==> src/rtl/ieflu_pkg.sv <==
// Purpose: Constants and carrier types for the interrupt enable and flag unit.
// Assumes: One 20 MHz system clock, synchronous active-high reset, AXI4-Lite register access.
// Notes: Function
// Function
// - External request needs its enable bit and global enable; vector 1.
// - Two-bit sense field picks rising, falling, any change or low level.
// - External pin activity requests even when the pin is an output.
// - Upper group change with upper enable and global enable requests vector 2.
// - Lower group change on port B 3..0 with lower enable requests vector 2.
// - A pin with an active alternate function never sets the change flag.
// - A cleared group enable keeps that group from setting the change flag.
// - External flag sets on matching event; clears on vector or write one.
// - External flag held at zero in low-level sense mode.
// - Change flag sets on enabled unmasked change; clears on vector or write one.
// - Compare A enable with global enable requests vector 3.
// - Compare B enable with global enable requests vector 4.
// - Timer 1 overflow enable with global enable requests vector 5.
// - Timer 0 overflow enable with global enable requests vector 6.
// - Compare A flag sets on match; vector taken clears it.
// - Write one clears compare A flag one synchronization cycle later.
// - Compare B flag sets on match; clears on vector or delayed write one.
// - Timer 1 overflow flag sets on overflow; vector or delayed write one clears.
// - Timer 0 overflow flag clears on vector or immediately on write one.
// - Reserved bits of mask and flag registers read as zero.
// - Low-level mode keeps requesting while the pin stays low.
// - Wake needs two watchdog-clock samples at the required level.
// - Lowest pending vector is served first; reset outranks all.
// - Entry clears global enable; return from interrupt sets it again.
package ieflu_pkg;
   localparam logic [7:0] ADDR_TIMER_FLAGS = 8'h38;
   localparam logic [7:0] ADDR_TIMER_MASK = 8'h3C;
   localparam logic [7:0] ADDR_GEN_MASK = 8'h40;
   localparam logic [7:0] ADDR_GEN_FLAGS = 8'h44;
   localparam logic [7:0] ADDR_CONTROL = 8'h48;
   localparam logic [7:0] ADDR_STATUS = 8'h4C;
   // Bit positions.
   localparam int BIT_EXT = 6;
   localparam int BIT_PCU = 5;
   localparam int BIT_PCL = 4;
   localparam int BIT_PCF = 5;
   localparam int BIT_CMPA = 6;
   localparam int BIT_CMPB = 5;
   localparam int BIT_T1OVF = 2;
   localparam int BIT_T0OVF = 1;
   localparam logic [7:0] GEN_MASK_USED = 8'h70;
   localparam logic [7:0] GEN_FLAG_USED = 8'h60;
   localparam logic [7:0] TIMER_USED = 8'h66;
   localparam logic [7:0] RESET_BYTE = 8'h00;
   localparam logic [1:0] SENSE_LOW = 2'h0;
   localparam logic [1:0] SENSE_ANY = 2'h1;
   localparam logic [1:0] SENSE_FALL = 2'h2;
   localparam logic [1:0] SENSE_RISE = 2'h3;
   localparam logic [3:0] VEC_NONE = 4'h0;
   localparam logic [3:0] VEC_EXT = 4'h1;
   localparam logic [3:0] VEC_PINCHG = 4'h2;
   localparam logic [3:0] VEC_CMPA = 4'h3;
   localparam logic [3:0] VEC_CMPB = 4'h4;
   localparam logic [3:0] VEC_T1OVF = 4'h5;
   localparam logic [3:0] VEC_T0OVF = 4'h6;
   localparam logic [1:0] RESP_OKAY = 2'h0;
   localparam logic [1:0] RESP_SLVERR = 2'h2;

   typedef enum logic [1:0] {BUS_IDLE, BUS_WRESP, BUS_RRESP} ieflu_bus_state_t;

   // Pin inputs: upper group is PB7..4, PA7, PA6, PA3; lower group PB3..0.
   typedef struct packed {
      logic [7:0] port_b;
      logic [2:0] port_a_hi;
      logic ext_pin;
   } ieflu_pins_t;

   typedef struct packed {
      logic cmp_a;
      logic cmp_b;
      logic t1_ovf;
      logic t0_ovf;
   } ieflu_timer_ev_t;

   typedef struct packed {
      ieflu_bus_state_t bus;
      logic awseen;
      logic wseen;
      logic [7:0] awaddr;
      logic [31:0] wdata;
      logic [1:0] bresp;
      logic [31:0] rdata;
      logic [1:0] rresp;
      logic [7:0] gen_mask;
      logic [7:0] gen_flags;
      logic [7:0] timer_mask;
      logic [7:0] timer_flags;
      logic [2:0] sync_clr;
      logic global_en;
      logic [10:0] pins_prev;
      logic ext_prev;
      logic [3:0] vector;
      logic irq;
      logic [1:0] wake_smp;
      logic wdt_prev;
      logic wake;
   } ieflu_state_t;
endpackage

==> src/rtl/ieflu_unit.sv <==
// Purpose: Interrupt mask and flag registers, pin change and external interrupt detection.
// Assumes: Pins and timer events are synchronous to clk_sys_in; timer events are one-cycle pulses.
// Notes: The core acknowledges a taken vector with vector_ack_in and returns with reti_in.
//
// Chosen here: the AXI4-Lite interface to the registers.
`timescale 1ns/1ps
module ieflu_unit (
   // Clock and reset.
   input wire logic clk_sys_in,
   input wire logic reset_in,
   // AXI4-Lite slave.
   input wire logic [7:0] s_axi_awaddr_in,
   input wire logic s_axi_awvalid_in,
   output logic s_axi_awready_out,
   input wire logic [31:0] s_axi_wdata_in,
   input wire logic [3:0] s_axi_wstrb_in,
   input wire logic s_axi_wvalid_in,
   output logic s_axi_wready_out,
   output logic [1:0] s_axi_bresp_out,
   output logic s_axi_bvalid_out,
   input wire logic s_axi_bready_in,
   input wire logic [7:0] s_axi_araddr_in,
   input wire logic s_axi_arvalid_in,
   output logic s_axi_arready_out,
   output logic [31:0] s_axi_rdata_out,
   output logic [1:0] s_axi_rresp_out,
   output logic s_axi_rvalid_out,
   input wire logic s_axi_rready_in,
   // Pins, alternate function masks and sense control.
   input wire ieflu_pkg::ieflu_pins_t pins_in,
   input wire logic [10:0] alt_func_mask_in,
   input wire logic [1:0] sense_ctl_in,
   // Timer events.
   input wire ieflu_pkg::ieflu_timer_ev_t timer_ev_in,
   // Core handshake and wake sampling.
   input wire logic vector_ack_in,
   input wire logic reti_in,
   input wire logic wdt_clk_en_in,
   output logic irq_out,
   output logic [3:0] irq_vector_out,
   output logic global_en_out,
   output logic wake_out
);
   ieflu_pkg::ieflu_state_t state_reg;
   ieflu_pkg::ieflu_state_t state_next;

   always_comb begin
      logic [10:0] pins_now;
      logic [10:0] changed;
      logic pc_set;
      logic ext_set;
      logic ext_level;
      logic ext_req;
      logic [7:0] gf_clr;
      logic [7:0] tf_clr;
      logic [7:0] tf_set;
      logic [7:0] gf_set;
      logic [7:0] wbyte;
      logic do_wr;
      logic do_rd;
      logic [3:0] vec;
      logic [7:0] raddr;
      state_next = state_reg;
      pins_now = {pins_in.port_b[7:4], pins_in.port_a_hi, pins_in.port_b[3:0]};
      changed = (pins_now ^ state_reg.pins_prev) & ~alt_func_mask_in;
      // Upper group bits 10..4, lower group bits 3..0.
      pc_set = (state_reg.gen_mask[ieflu_pkg::BIT_PCU] & (|changed[10:4]))
         | (state_reg.gen_mask[ieflu_pkg::BIT_PCL] & (|changed[3:0]));
      ext_set = 1'b0;
      // The pin is observed even when driven as an output by the port.
      case (sense_ctl_in)
         ieflu_pkg::SENSE_ANY: ext_set = pins_in.ext_pin ^ state_reg.ext_prev;
         ieflu_pkg::SENSE_FALL: ext_set = state_reg.ext_prev & ~pins_in.ext_pin;
         ieflu_pkg::SENSE_RISE: ext_set = ~state_reg.ext_prev & pins_in.ext_pin;
         default: ext_set = 1'b0;
      endcase
      ext_level = (sense_ctl_in == ieflu_pkg::SENSE_LOW) & ~pins_in.ext_pin;
      state_next.pins_prev = pins_now;
      state_next.ext_prev = pins_in.ext_pin;
      do_wr = 1'b0;
      do_rd = 1'b0;
      wbyte = state_reg.wdata[7:0];
      raddr = s_axi_araddr_in;
      gf_clr = 8'h00;
      tf_clr = 8'h00;
      // Bus slave.
      case (state_reg.bus)
         ieflu_pkg::BUS_IDLE: begin
            if (s_axi_awvalid_in && !state_reg.awseen) begin
               state_next.awseen = 1'b1;
               state_next.awaddr = s_axi_awaddr_in;
            end
            if (s_axi_wvalid_in && !state_reg.wseen) begin
               state_next.wseen = 1'b1;
               state_next.wdata = s_axi_wdata_in;
               if (!s_axi_wstrb_in[0]) begin
                  state_next.wdata = 32'h0000_0000;
               end
            end
            if (state_reg.awseen && state_reg.wseen) begin
               do_wr = 1'b1;
               state_next.awseen = 1'b0;
               state_next.wseen = 1'b0;
               state_next.bus = ieflu_pkg::BUS_WRESP;
            end else if (s_axi_arvalid_in && !state_reg.awseen && !state_reg.wseen) begin
               do_rd = 1'b1;
               state_next.bus = ieflu_pkg::BUS_RRESP;
            end
         end
         ieflu_pkg::BUS_WRESP: begin
            if (s_axi_bready_in) begin
               state_next.bus = ieflu_pkg::BUS_IDLE;
            end
         end
         ieflu_pkg::BUS_RRESP: begin
            if (s_axi_rready_in) begin
               state_next.bus = ieflu_pkg::BUS_IDLE;
            end
         end
         default: state_next.bus = ieflu_pkg::BUS_IDLE;
      endcase
      if (do_wr) begin
         state_next.bresp = ieflu_pkg::RESP_OKAY;
         if (state_reg.awaddr == ieflu_pkg::ADDR_TIMER_FLAGS) begin
            tf_clr = wbyte & ieflu_pkg::TIMER_USED;
         end else if (state_reg.awaddr == ieflu_pkg::ADDR_TIMER_MASK) begin
            state_next.timer_mask = wbyte & ieflu_pkg::TIMER_USED;
         end else if (state_reg.awaddr == ieflu_pkg::ADDR_GEN_MASK) begin
            state_next.gen_mask = wbyte & ieflu_pkg::GEN_MASK_USED;
         end else if (state_reg.awaddr == ieflu_pkg::ADDR_GEN_FLAGS) begin
            gf_clr = wbyte & ieflu_pkg::GEN_FLAG_USED;
         end else if (state_reg.awaddr == ieflu_pkg::ADDR_CONTROL) begin
            state_next.global_en = wbyte[0];
         end else if (state_reg.awaddr != ieflu_pkg::ADDR_STATUS) begin
            state_next.bresp = ieflu_pkg::RESP_SLVERR;
         end
      end
      if (do_rd) begin
         state_next.rresp = ieflu_pkg::RESP_OKAY;
         state_next.rdata = 32'h0000_0000;
         if (raddr == ieflu_pkg::ADDR_TIMER_FLAGS) begin
            state_next.rdata[7:0] = state_reg.timer_flags;
         end else if (raddr == ieflu_pkg::ADDR_TIMER_MASK) begin
            state_next.rdata[7:0] = state_reg.timer_mask;
         end else if (raddr == ieflu_pkg::ADDR_GEN_MASK) begin
            state_next.rdata[7:0] = state_reg.gen_mask;
         end else if (raddr == ieflu_pkg::ADDR_GEN_FLAGS) begin
            state_next.rdata[7:0] = state_reg.gen_flags;
         end else if (raddr == ieflu_pkg::ADDR_CONTROL) begin
            state_next.rdata[0] = state_reg.global_en;
         end else if (raddr == ieflu_pkg::ADDR_STATUS) begin
            state_next.rdata[7:0] = {state_reg.wake, state_reg.irq, 2'h0, state_reg.vector};
         end else begin
            state_next.rresp = ieflu_pkg::RESP_SLVERR;
         end
      end
      // Timer 1 flag clears wait one synchronization cycle; timer 0 clears at once.
      state_next.sync_clr = {tf_clr[ieflu_pkg::BIT_CMPA], tf_clr[ieflu_pkg::BIT_CMPB],
         tf_clr[ieflu_pkg::BIT_T1OVF]};
      tf_clr[ieflu_pkg::BIT_CMPA] = state_reg.sync_clr[2];
      tf_clr[ieflu_pkg::BIT_CMPB] = state_reg.sync_clr[1];
      tf_clr[ieflu_pkg::BIT_T1OVF] = state_reg.sync_clr[0];
      // A vector taken by the core clears its own flag.
      if (vector_ack_in) begin
         case (state_reg.vector)
            ieflu_pkg::VEC_EXT: gf_clr[ieflu_pkg::BIT_EXT] = 1'b1;
            ieflu_pkg::VEC_PINCHG: gf_clr[ieflu_pkg::BIT_PCF] = 1'b1;
            ieflu_pkg::VEC_CMPA: tf_clr[ieflu_pkg::BIT_CMPA] = 1'b1;
            ieflu_pkg::VEC_CMPB: tf_clr[ieflu_pkg::BIT_CMPB] = 1'b1;
            ieflu_pkg::VEC_T1OVF: tf_clr[ieflu_pkg::BIT_T1OVF] = 1'b1;
            ieflu_pkg::VEC_T0OVF: tf_clr[ieflu_pkg::BIT_T0OVF] = 1'b1;
            default: tf_clr = tf_clr;
         endcase
      end
      gf_set = 8'h00;
      gf_set[ieflu_pkg::BIT_EXT] = ext_set;
      gf_set[ieflu_pkg::BIT_PCF] = pc_set;
      tf_set = 8'h00;
      tf_set[ieflu_pkg::BIT_CMPA] = timer_ev_in.cmp_a;
      tf_set[ieflu_pkg::BIT_CMPB] = timer_ev_in.cmp_b;
      tf_set[ieflu_pkg::BIT_T1OVF] = timer_ev_in.t1_ovf;
      tf_set[ieflu_pkg::BIT_T0OVF] = timer_ev_in.t0_ovf;
      state_next.gen_flags = ((state_reg.gen_flags & ~gf_clr) | gf_set)
         & ieflu_pkg::GEN_FLAG_USED;
      state_next.timer_flags = ((state_reg.timer_flags & ~tf_clr) | tf_set)
         & ieflu_pkg::TIMER_USED;
      if (sense_ctl_in == ieflu_pkg::SENSE_LOW) begin
         state_next.gen_flags[ieflu_pkg::BIT_EXT] = 1'b0;
      end
      // Pending requests ranked by vector address, lowest first.
      ext_req = state_reg.gen_mask[ieflu_pkg::BIT_EXT]
         & (state_reg.gen_flags[ieflu_pkg::BIT_EXT] | ext_level);
      vec = ieflu_pkg::VEC_NONE;
      if (ext_req) begin
         vec = ieflu_pkg::VEC_EXT;
      end else if (state_reg.gen_flags[ieflu_pkg::BIT_PCF]
         && (state_reg.gen_mask[ieflu_pkg::BIT_PCU] || state_reg.gen_mask[ieflu_pkg::BIT_PCL])) begin
         vec = ieflu_pkg::VEC_PINCHG;
      end else if (state_reg.timer_flags[ieflu_pkg::BIT_CMPA]
         && state_reg.timer_mask[ieflu_pkg::BIT_CMPA]) begin
         vec = ieflu_pkg::VEC_CMPA;
      end else if (state_reg.timer_flags[ieflu_pkg::BIT_CMPB]
         && state_reg.timer_mask[ieflu_pkg::BIT_CMPB]) begin
         vec = ieflu_pkg::VEC_CMPB;
      end else if (state_reg.timer_flags[ieflu_pkg::BIT_T1OVF]
         && state_reg.timer_mask[ieflu_pkg::BIT_T1OVF]) begin
         vec = ieflu_pkg::VEC_T1OVF;
      end else if (state_reg.timer_flags[ieflu_pkg::BIT_T0OVF]
         && state_reg.timer_mask[ieflu_pkg::BIT_T0OVF]) begin
         vec = ieflu_pkg::VEC_T0OVF;
      end
      // While a vector is acknowledged the request drops; entry clears the global enable.
      if (vector_ack_in && state_reg.irq) begin
         state_next.global_en = 1'b0;
         state_next.irq = 1'b0;
         state_next.vector = ieflu_pkg::VEC_NONE;
      end else begin
         if (reti_in) begin
            state_next.global_en = 1'b1;
         end
         state_next.irq = state_reg.global_en && (vec != ieflu_pkg::VEC_NONE);
         state_next.vector = state_reg.global_en ? vec : ieflu_pkg::VEC_NONE;
      end
      // Wake: two consecutive watchdog-rate samples must both show the level.
      state_next.wake = 1'b0;
      if (wdt_clk_en_in) begin
         state_next.wake_smp = {state_reg.wake_smp[0], ext_req | (vec != ieflu_pkg::VEC_NONE)};
         state_next.wake = state_reg.wake_smp[0] & (ext_req | (vec != ieflu_pkg::VEC_NONE));
      end
      state_next.wdt_prev = wdt_clk_en_in;
   end

   always_ff @(posedge clk_sys_in) begin
      if (reset_in) begin
         state_reg <= '0;
         state_reg.bus <= ieflu_pkg::BUS_IDLE;
         state_reg.gen_mask <= ieflu_pkg::RESET_BYTE;
         state_reg.timer_mask <= ieflu_pkg::RESET_BYTE;
         state_reg.ext_prev <= 1'b1;
         state_reg.pins_prev <= 11'h7FF;
      end else begin
         state_reg <= state_next;
      end
   end

   always_comb begin
      s_axi_awready_out = (state_reg.bus == ieflu_pkg::BUS_IDLE) & ~state_reg.awseen;
      s_axi_wready_out = (state_reg.bus == ieflu_pkg::BUS_IDLE) & ~state_reg.wseen;
   end
   assign s_axi_bvalid_out = (state_reg.bus == ieflu_pkg::BUS_WRESP);
   assign s_axi_bresp_out = state_reg.bresp;
   assign s_axi_arready_out = (state_reg.bus == ieflu_pkg::BUS_IDLE) & ~state_reg.awseen
      & ~state_reg.wseen;
   assign s_axi_rvalid_out = (state_reg.bus == ieflu_pkg::BUS_RRESP);
   assign s_axi_rdata_out = state_reg.rdata;
   assign s_axi_rresp_out = state_reg.rresp;
   assign irq_out = state_reg.irq;
   assign irq_vector_out = state_reg.vector;
   assign global_en_out = state_reg.global_en;
   assign wake_out = state_reg.wake;
endmodule // ieflu_unit

==> config.mk <==
export PLATFORM = sky130hd
export DESIGN_NAME = ieflu_unit
export DESIGN_NICKNAME = d
export VERILOG_FILES = /design/src/rtl/ieflu_pkg.sv /design/src/rtl/ieflu_unit.sv
export SDC_FILE = /design/constraint.sdc
export NUM_CORES = 1
export LEC_CHECK = 0
export BUFFER_PORTS_ARGS = -buffer_cell sky130_fd_sc_hd__buf_2
export CAP_MARGIN = 10
export CELL_PAD_IN_SITES_DETAIL_PLACEMENT = 0
export CELL_PAD_IN_SITES_GLOBAL_PLACEMENT = 1
export CORE_MARGIN = 4
export CORE_UTILIZATION = 33
export CTS_BUF_LIST = sky130_fd_sc_hd__clkbuf_16
export DETAILED_ROUTE_END_ITERATION = 6
export PLACE_DENSITY_LB_ADDON = 0.25
export SLEW_MARGIN = 20
export SYNTH_ARGS = -nofsm -noshare
export SYNTH_HDL_FRONTEND = slang
export SYNTH_SLANG_ARGS = --single-unit
export TNS_END_PERCENT = 30
==> constraint.sdc <==
create_clock -name clk_sys_in -period 2.34 [get_ports clk_sys_in]
set_input_delay 0.468 -clock clk_sys_in [delete_from_list [all_inputs] [get_ports clk_sys_in]]
set_output_delay 0.468 -clock clk_sys_in [all_outputs]
set_load 0.05 [all_outputs]
==> run_results.csv <==
group,metric,value,unit
run_status,outcome,"finished clean",
critical_path,crit_path_start,"state_reg[135]$_SDFFE_PP0P_",
hold_path,min_path_type,"in -> reg",
placement,pre_cts_ws,432,ps
final_layout,multi_input_area,1580,sq um
sta,worstMarginPinSlew,722,ps
drt,vias_per_cell,4.77,
critical_path,path_cells,"or3_4 -> inv_1 -> buf_2",
critical_path,timing.rr.start,"state_reg[135]$_SDFFE_PP0P_",
drt,first_pass_iters,4,
critical_path,cp.arrival,1600,ps
critical_path,cp_num_buf_inv,2,
sta,skew,3.03,ps
clock_tree,clock-sinks,62,
final_layout,nFillCells,982,
critical_path,worst_path_max_delay_cell,"or3_4",
power_and_ir_drop,peakVddDrop,0.000294,V
critical_path,worstPathRequired,1870,ps
floorplanning,rows,35,
final_layout,antenna_cells,0,
final_layout,layout.nets,531,
drt,detail-route-antenna-nets,0,
synth,synth_cell_types,54,
synth,synthCells,367,
sta,setup_violations,0,
sta,relSlewSlack,51.2,%
sta,finalHoldViolations,0,
clock_tree,clk_pin_slew,50,ps
power_and_ir_drop,p_sw_share,30.9,%
placement,hpwlAfterDp,5990,microns
final_layout,drive_above_1_share,26.5,%
grt,antenna_found_initial,0,
grt,grt_pass1_vias,2541,
drt,drc,0,
synth,postSynth.asyncResetShare,0,%
critical_path,critPathCaptureType,"output port",
power_and_ir_drop,powerDensity,775,nW/um^2
critical_path,criticalPathCategory,"reg -> out",
synth,ys_seq_elements,62,
sta,drv_slew,0,
clock_tree,clockBufferDepth,2,
sta,tns,0,ps
floorplanning,fp.dieW,105,microns
synth,synth_edf_count,0,
sta,fin_hold_ws,357,ps
floorplanning,io-pin-count,139,
final_layout,regArea,1240,sq um
grt,grt_max_degree,21,
floorplanning,start_util,33.8,%
floorplanning,dieHeight,105,microns
drt,drt-initial-drc-count,71,
drt,routedWlPerCell,14.0,microns
critical_path,path_delay_family,"simple AND/OR/NAND/NOR gates",
power_and_ir_drop,comb_power_share,19.8,%
sta,fmax,0.484,GHz
critical_path,crit_fanout,8,
final_layout,syn_to_final_growth,18.5,%
clock_tree,worstSkewPairLatency,320,ps
final_layout,largest_reg_flops,47,
power_and_ir_drop,p_leak,1.57,nW
grt,grt_pass1_wl,12400,microns
critical_path,crit_path_max_incr_delay,460,ps
synth,ys.flop_type,"dfxtp_1",
synth,syn_area_per_cell,8.47,sq um
run,cap_violations,0,
synth,yosys_warnings,0,
sta,rsz0062_at_grt,"false",
synth,synth_area,3110,sq um
critical_path,start_kind,"register",
placement,port_buffers,81,
clock_tree,ctsHoldBuffers,0,
sta,fin_crit,2060,ps
power_and_ir_drop,power_frac_seq,41.0,%
clock_tree,ctsResizeCount,0,
clock_tree,numCtsBuffers,9,
floorplanning,dieArea,11000,sq um
clock_tree,post_cts_buffers,0,
sta,fin_crit_sh,88.2,%
drt,vias,2637,
hold_path,worstHoldStart,"wdt_clk_en_in",
sta,worst_slack,275,ps
clock_tree,cts-root-buf,"clkbuf_16",
power_and_ir_drop,switching_power,0.881,mW
placement,gp_congestion,0.858,
clock_tree,cts_tree,"yes",
synth,yosysSeqAreaShare,40.0,%
grt,overflow,0,
power_and_ir_drop,p_int,1.97,mW
power_and_ir_drop,p_clk_share,39.2,%
drt,wl,7740,microns
floorplanning,coreArea,9200,sq um
grt,track_usage,14.1,%
clock_tree,htree_levels,3,
metal layers:
| metal | GRT usage (%) | vias up | part of all wire (%) |
|---|---|---|---|
| li1 | - | 1358 | - |
| met1 | 17.6 | 1191 | 46 |
| met2 | 22.9 | 83 | 47 |
| met3 | 5.37 | 5 | 6.1 |
| met4 | 3.19 | 0 | 0.81 |
| met5 | 0 | - | 0 |
power groups by stage:
stage          sequential (mW)  clock, mW  combinational [mW]
2_1_floorplan             1.18          0               0.479
3_3_place_gp              1.19          0               0.564
3_5_place_dp              1.19          0               0.567
4_1_cts                   1.17       1.15               0.569
5_1_grt                   1.18       1.21               0.615
6_report                  1.17       1.12               0.564
cells in the mapped netlist (3+ instances only):
cell / count / area (sq um)
inv_1: 10 / 37.5
nor3_1: 10 / 50.1
nor2_1: 24 / 90.1
nand2_1: 45 / 169
nor4_1: 4 / 25.0
and2_1: 6 / 37.5
nand3b_1: 6 / 45.0
o22ai_1: 5 / 31.3
a31oi_1: 4 / 25.0
buf_4: 40 / 300
xnor2_1: 11 / 96.3
a211oi_1: 3 / 22.5
nand2b_1: 4 / 25.0
nand4_1: 5 / 31.3
or2_2: 12 / 75.1
nand3_1: 15 / 75.1
mux2i_1: 7 / 70.1
o21ai_0: 11 / 55.1
nor2b_1: 4 / 25.0
clkbuf_1: 9 / 33.8
dfxtp_1: 62 / 1240
a21oi_1: 26 / 130
nand4b_1: 3 / 26.3
metrics by stage:
| step | util (%) | power, mW | cells | cell area [sq um] |
|---|---|---|---|---|
| after CTS | 40.0 | 2.89 | 553 | 3680 |
| after floorplan | - | 1.66 | 394 | 3220 |
| after global placement | 37.3 | 1.75 | 538 | 3430 |
| final | 40.0 | 2.85 | 553 | 3680 |
| after global routing | 40.0 | 3.00 | 553 | 3680 |
| after detailed placement | 37.3 | 1.76 | 538 | 3430 |
cell type report:
cell class,count,share of cell area (%)
multi-input cells,270,42.9
flip-flops and latches,62,33.7
repair buffers,85,11.8
clock buffers,9,6.12
well taps,111,3.77
inverters,10,1.02
clock inverters,6,0.646
layout by cell type, fill, tap and decap left out, types with 2 or more instances in the layout:
| cell | n |
|---|---|
| nor2_1 | 24 |
| nand4b_1 | 3 |
| a311oi_1 | 2 |
| a21oi_1 | 26 |
| xnor2_1 | 11 |
| or3_4 | 2 |
| buf_2 | 81 |
| buf_4 | 4 |
| nand3_1 | 15 |
| ha_1 | 2 |
| clkbuf_16 | 9 |
| and4b_1 | 2 |
| nand2_1 | 45 |
| clkinv_1 | 2 |
| mux2i_1 | 7 |
| a22o_1 | 2 |
| a211oi_1 | 3 |
| nor2b_1 | 4 |
| nand4_1 | 5 |
| o22ai_1 | 5 |
| nand4bb_1 | 2 |
| a31oi_1 | 4 |
| mux2_2 | 2 |
| nor3_1 | 9 |
| inv_1 | 13 |
| or2_2 | 12 |
| nand2b_1 | 4 |
| a22oi_1 | 2 |
| conb_1 | 28 |
| and2_1 | 6 |
| dfxtp_1 | 62 |
| nand3b_1 | 6 |
| o21ai_0 | 11 |
| nor4_1 | 3 |
| a41oi_1 | 2 |
path summary, 6_finish.rpt:
check / to / slack, ps / cells past startpoint
setup / recovery: s_axi_awready_out / 280 / 3
hold / removal: state_reg[2]$_SDFFE_PP0P_ / 360 / 2
setup reg to reg: s_axi_rdata_out[4]$_SDFFE_PP0P_ / 530 / 4
hold reg to reg: wake_out$_SDFF_PP0_ / 430 / 2
kinds of logic (layout without fill, tap and decap cells):
kind of cell | Yosys count | count (layout) | share of synthesized area (%)
DFF | 62 | 62 | 40.0
adders and majority gates | 2 | 2 | 0.805
AOI/OAI and AO/OA | 67 | 67 | 13.6
buffers and inverters | 62 | 110 | 12.8
muxes | 9 | 9 | 2.98
xor gates and xnor gates | 11 | 11 | 3.10
and+or+nand+nor | 153 | 153 | 26.7
other | 1 | 28 | 0.121
Note: power is estimated with default switching activity, not from simulation.
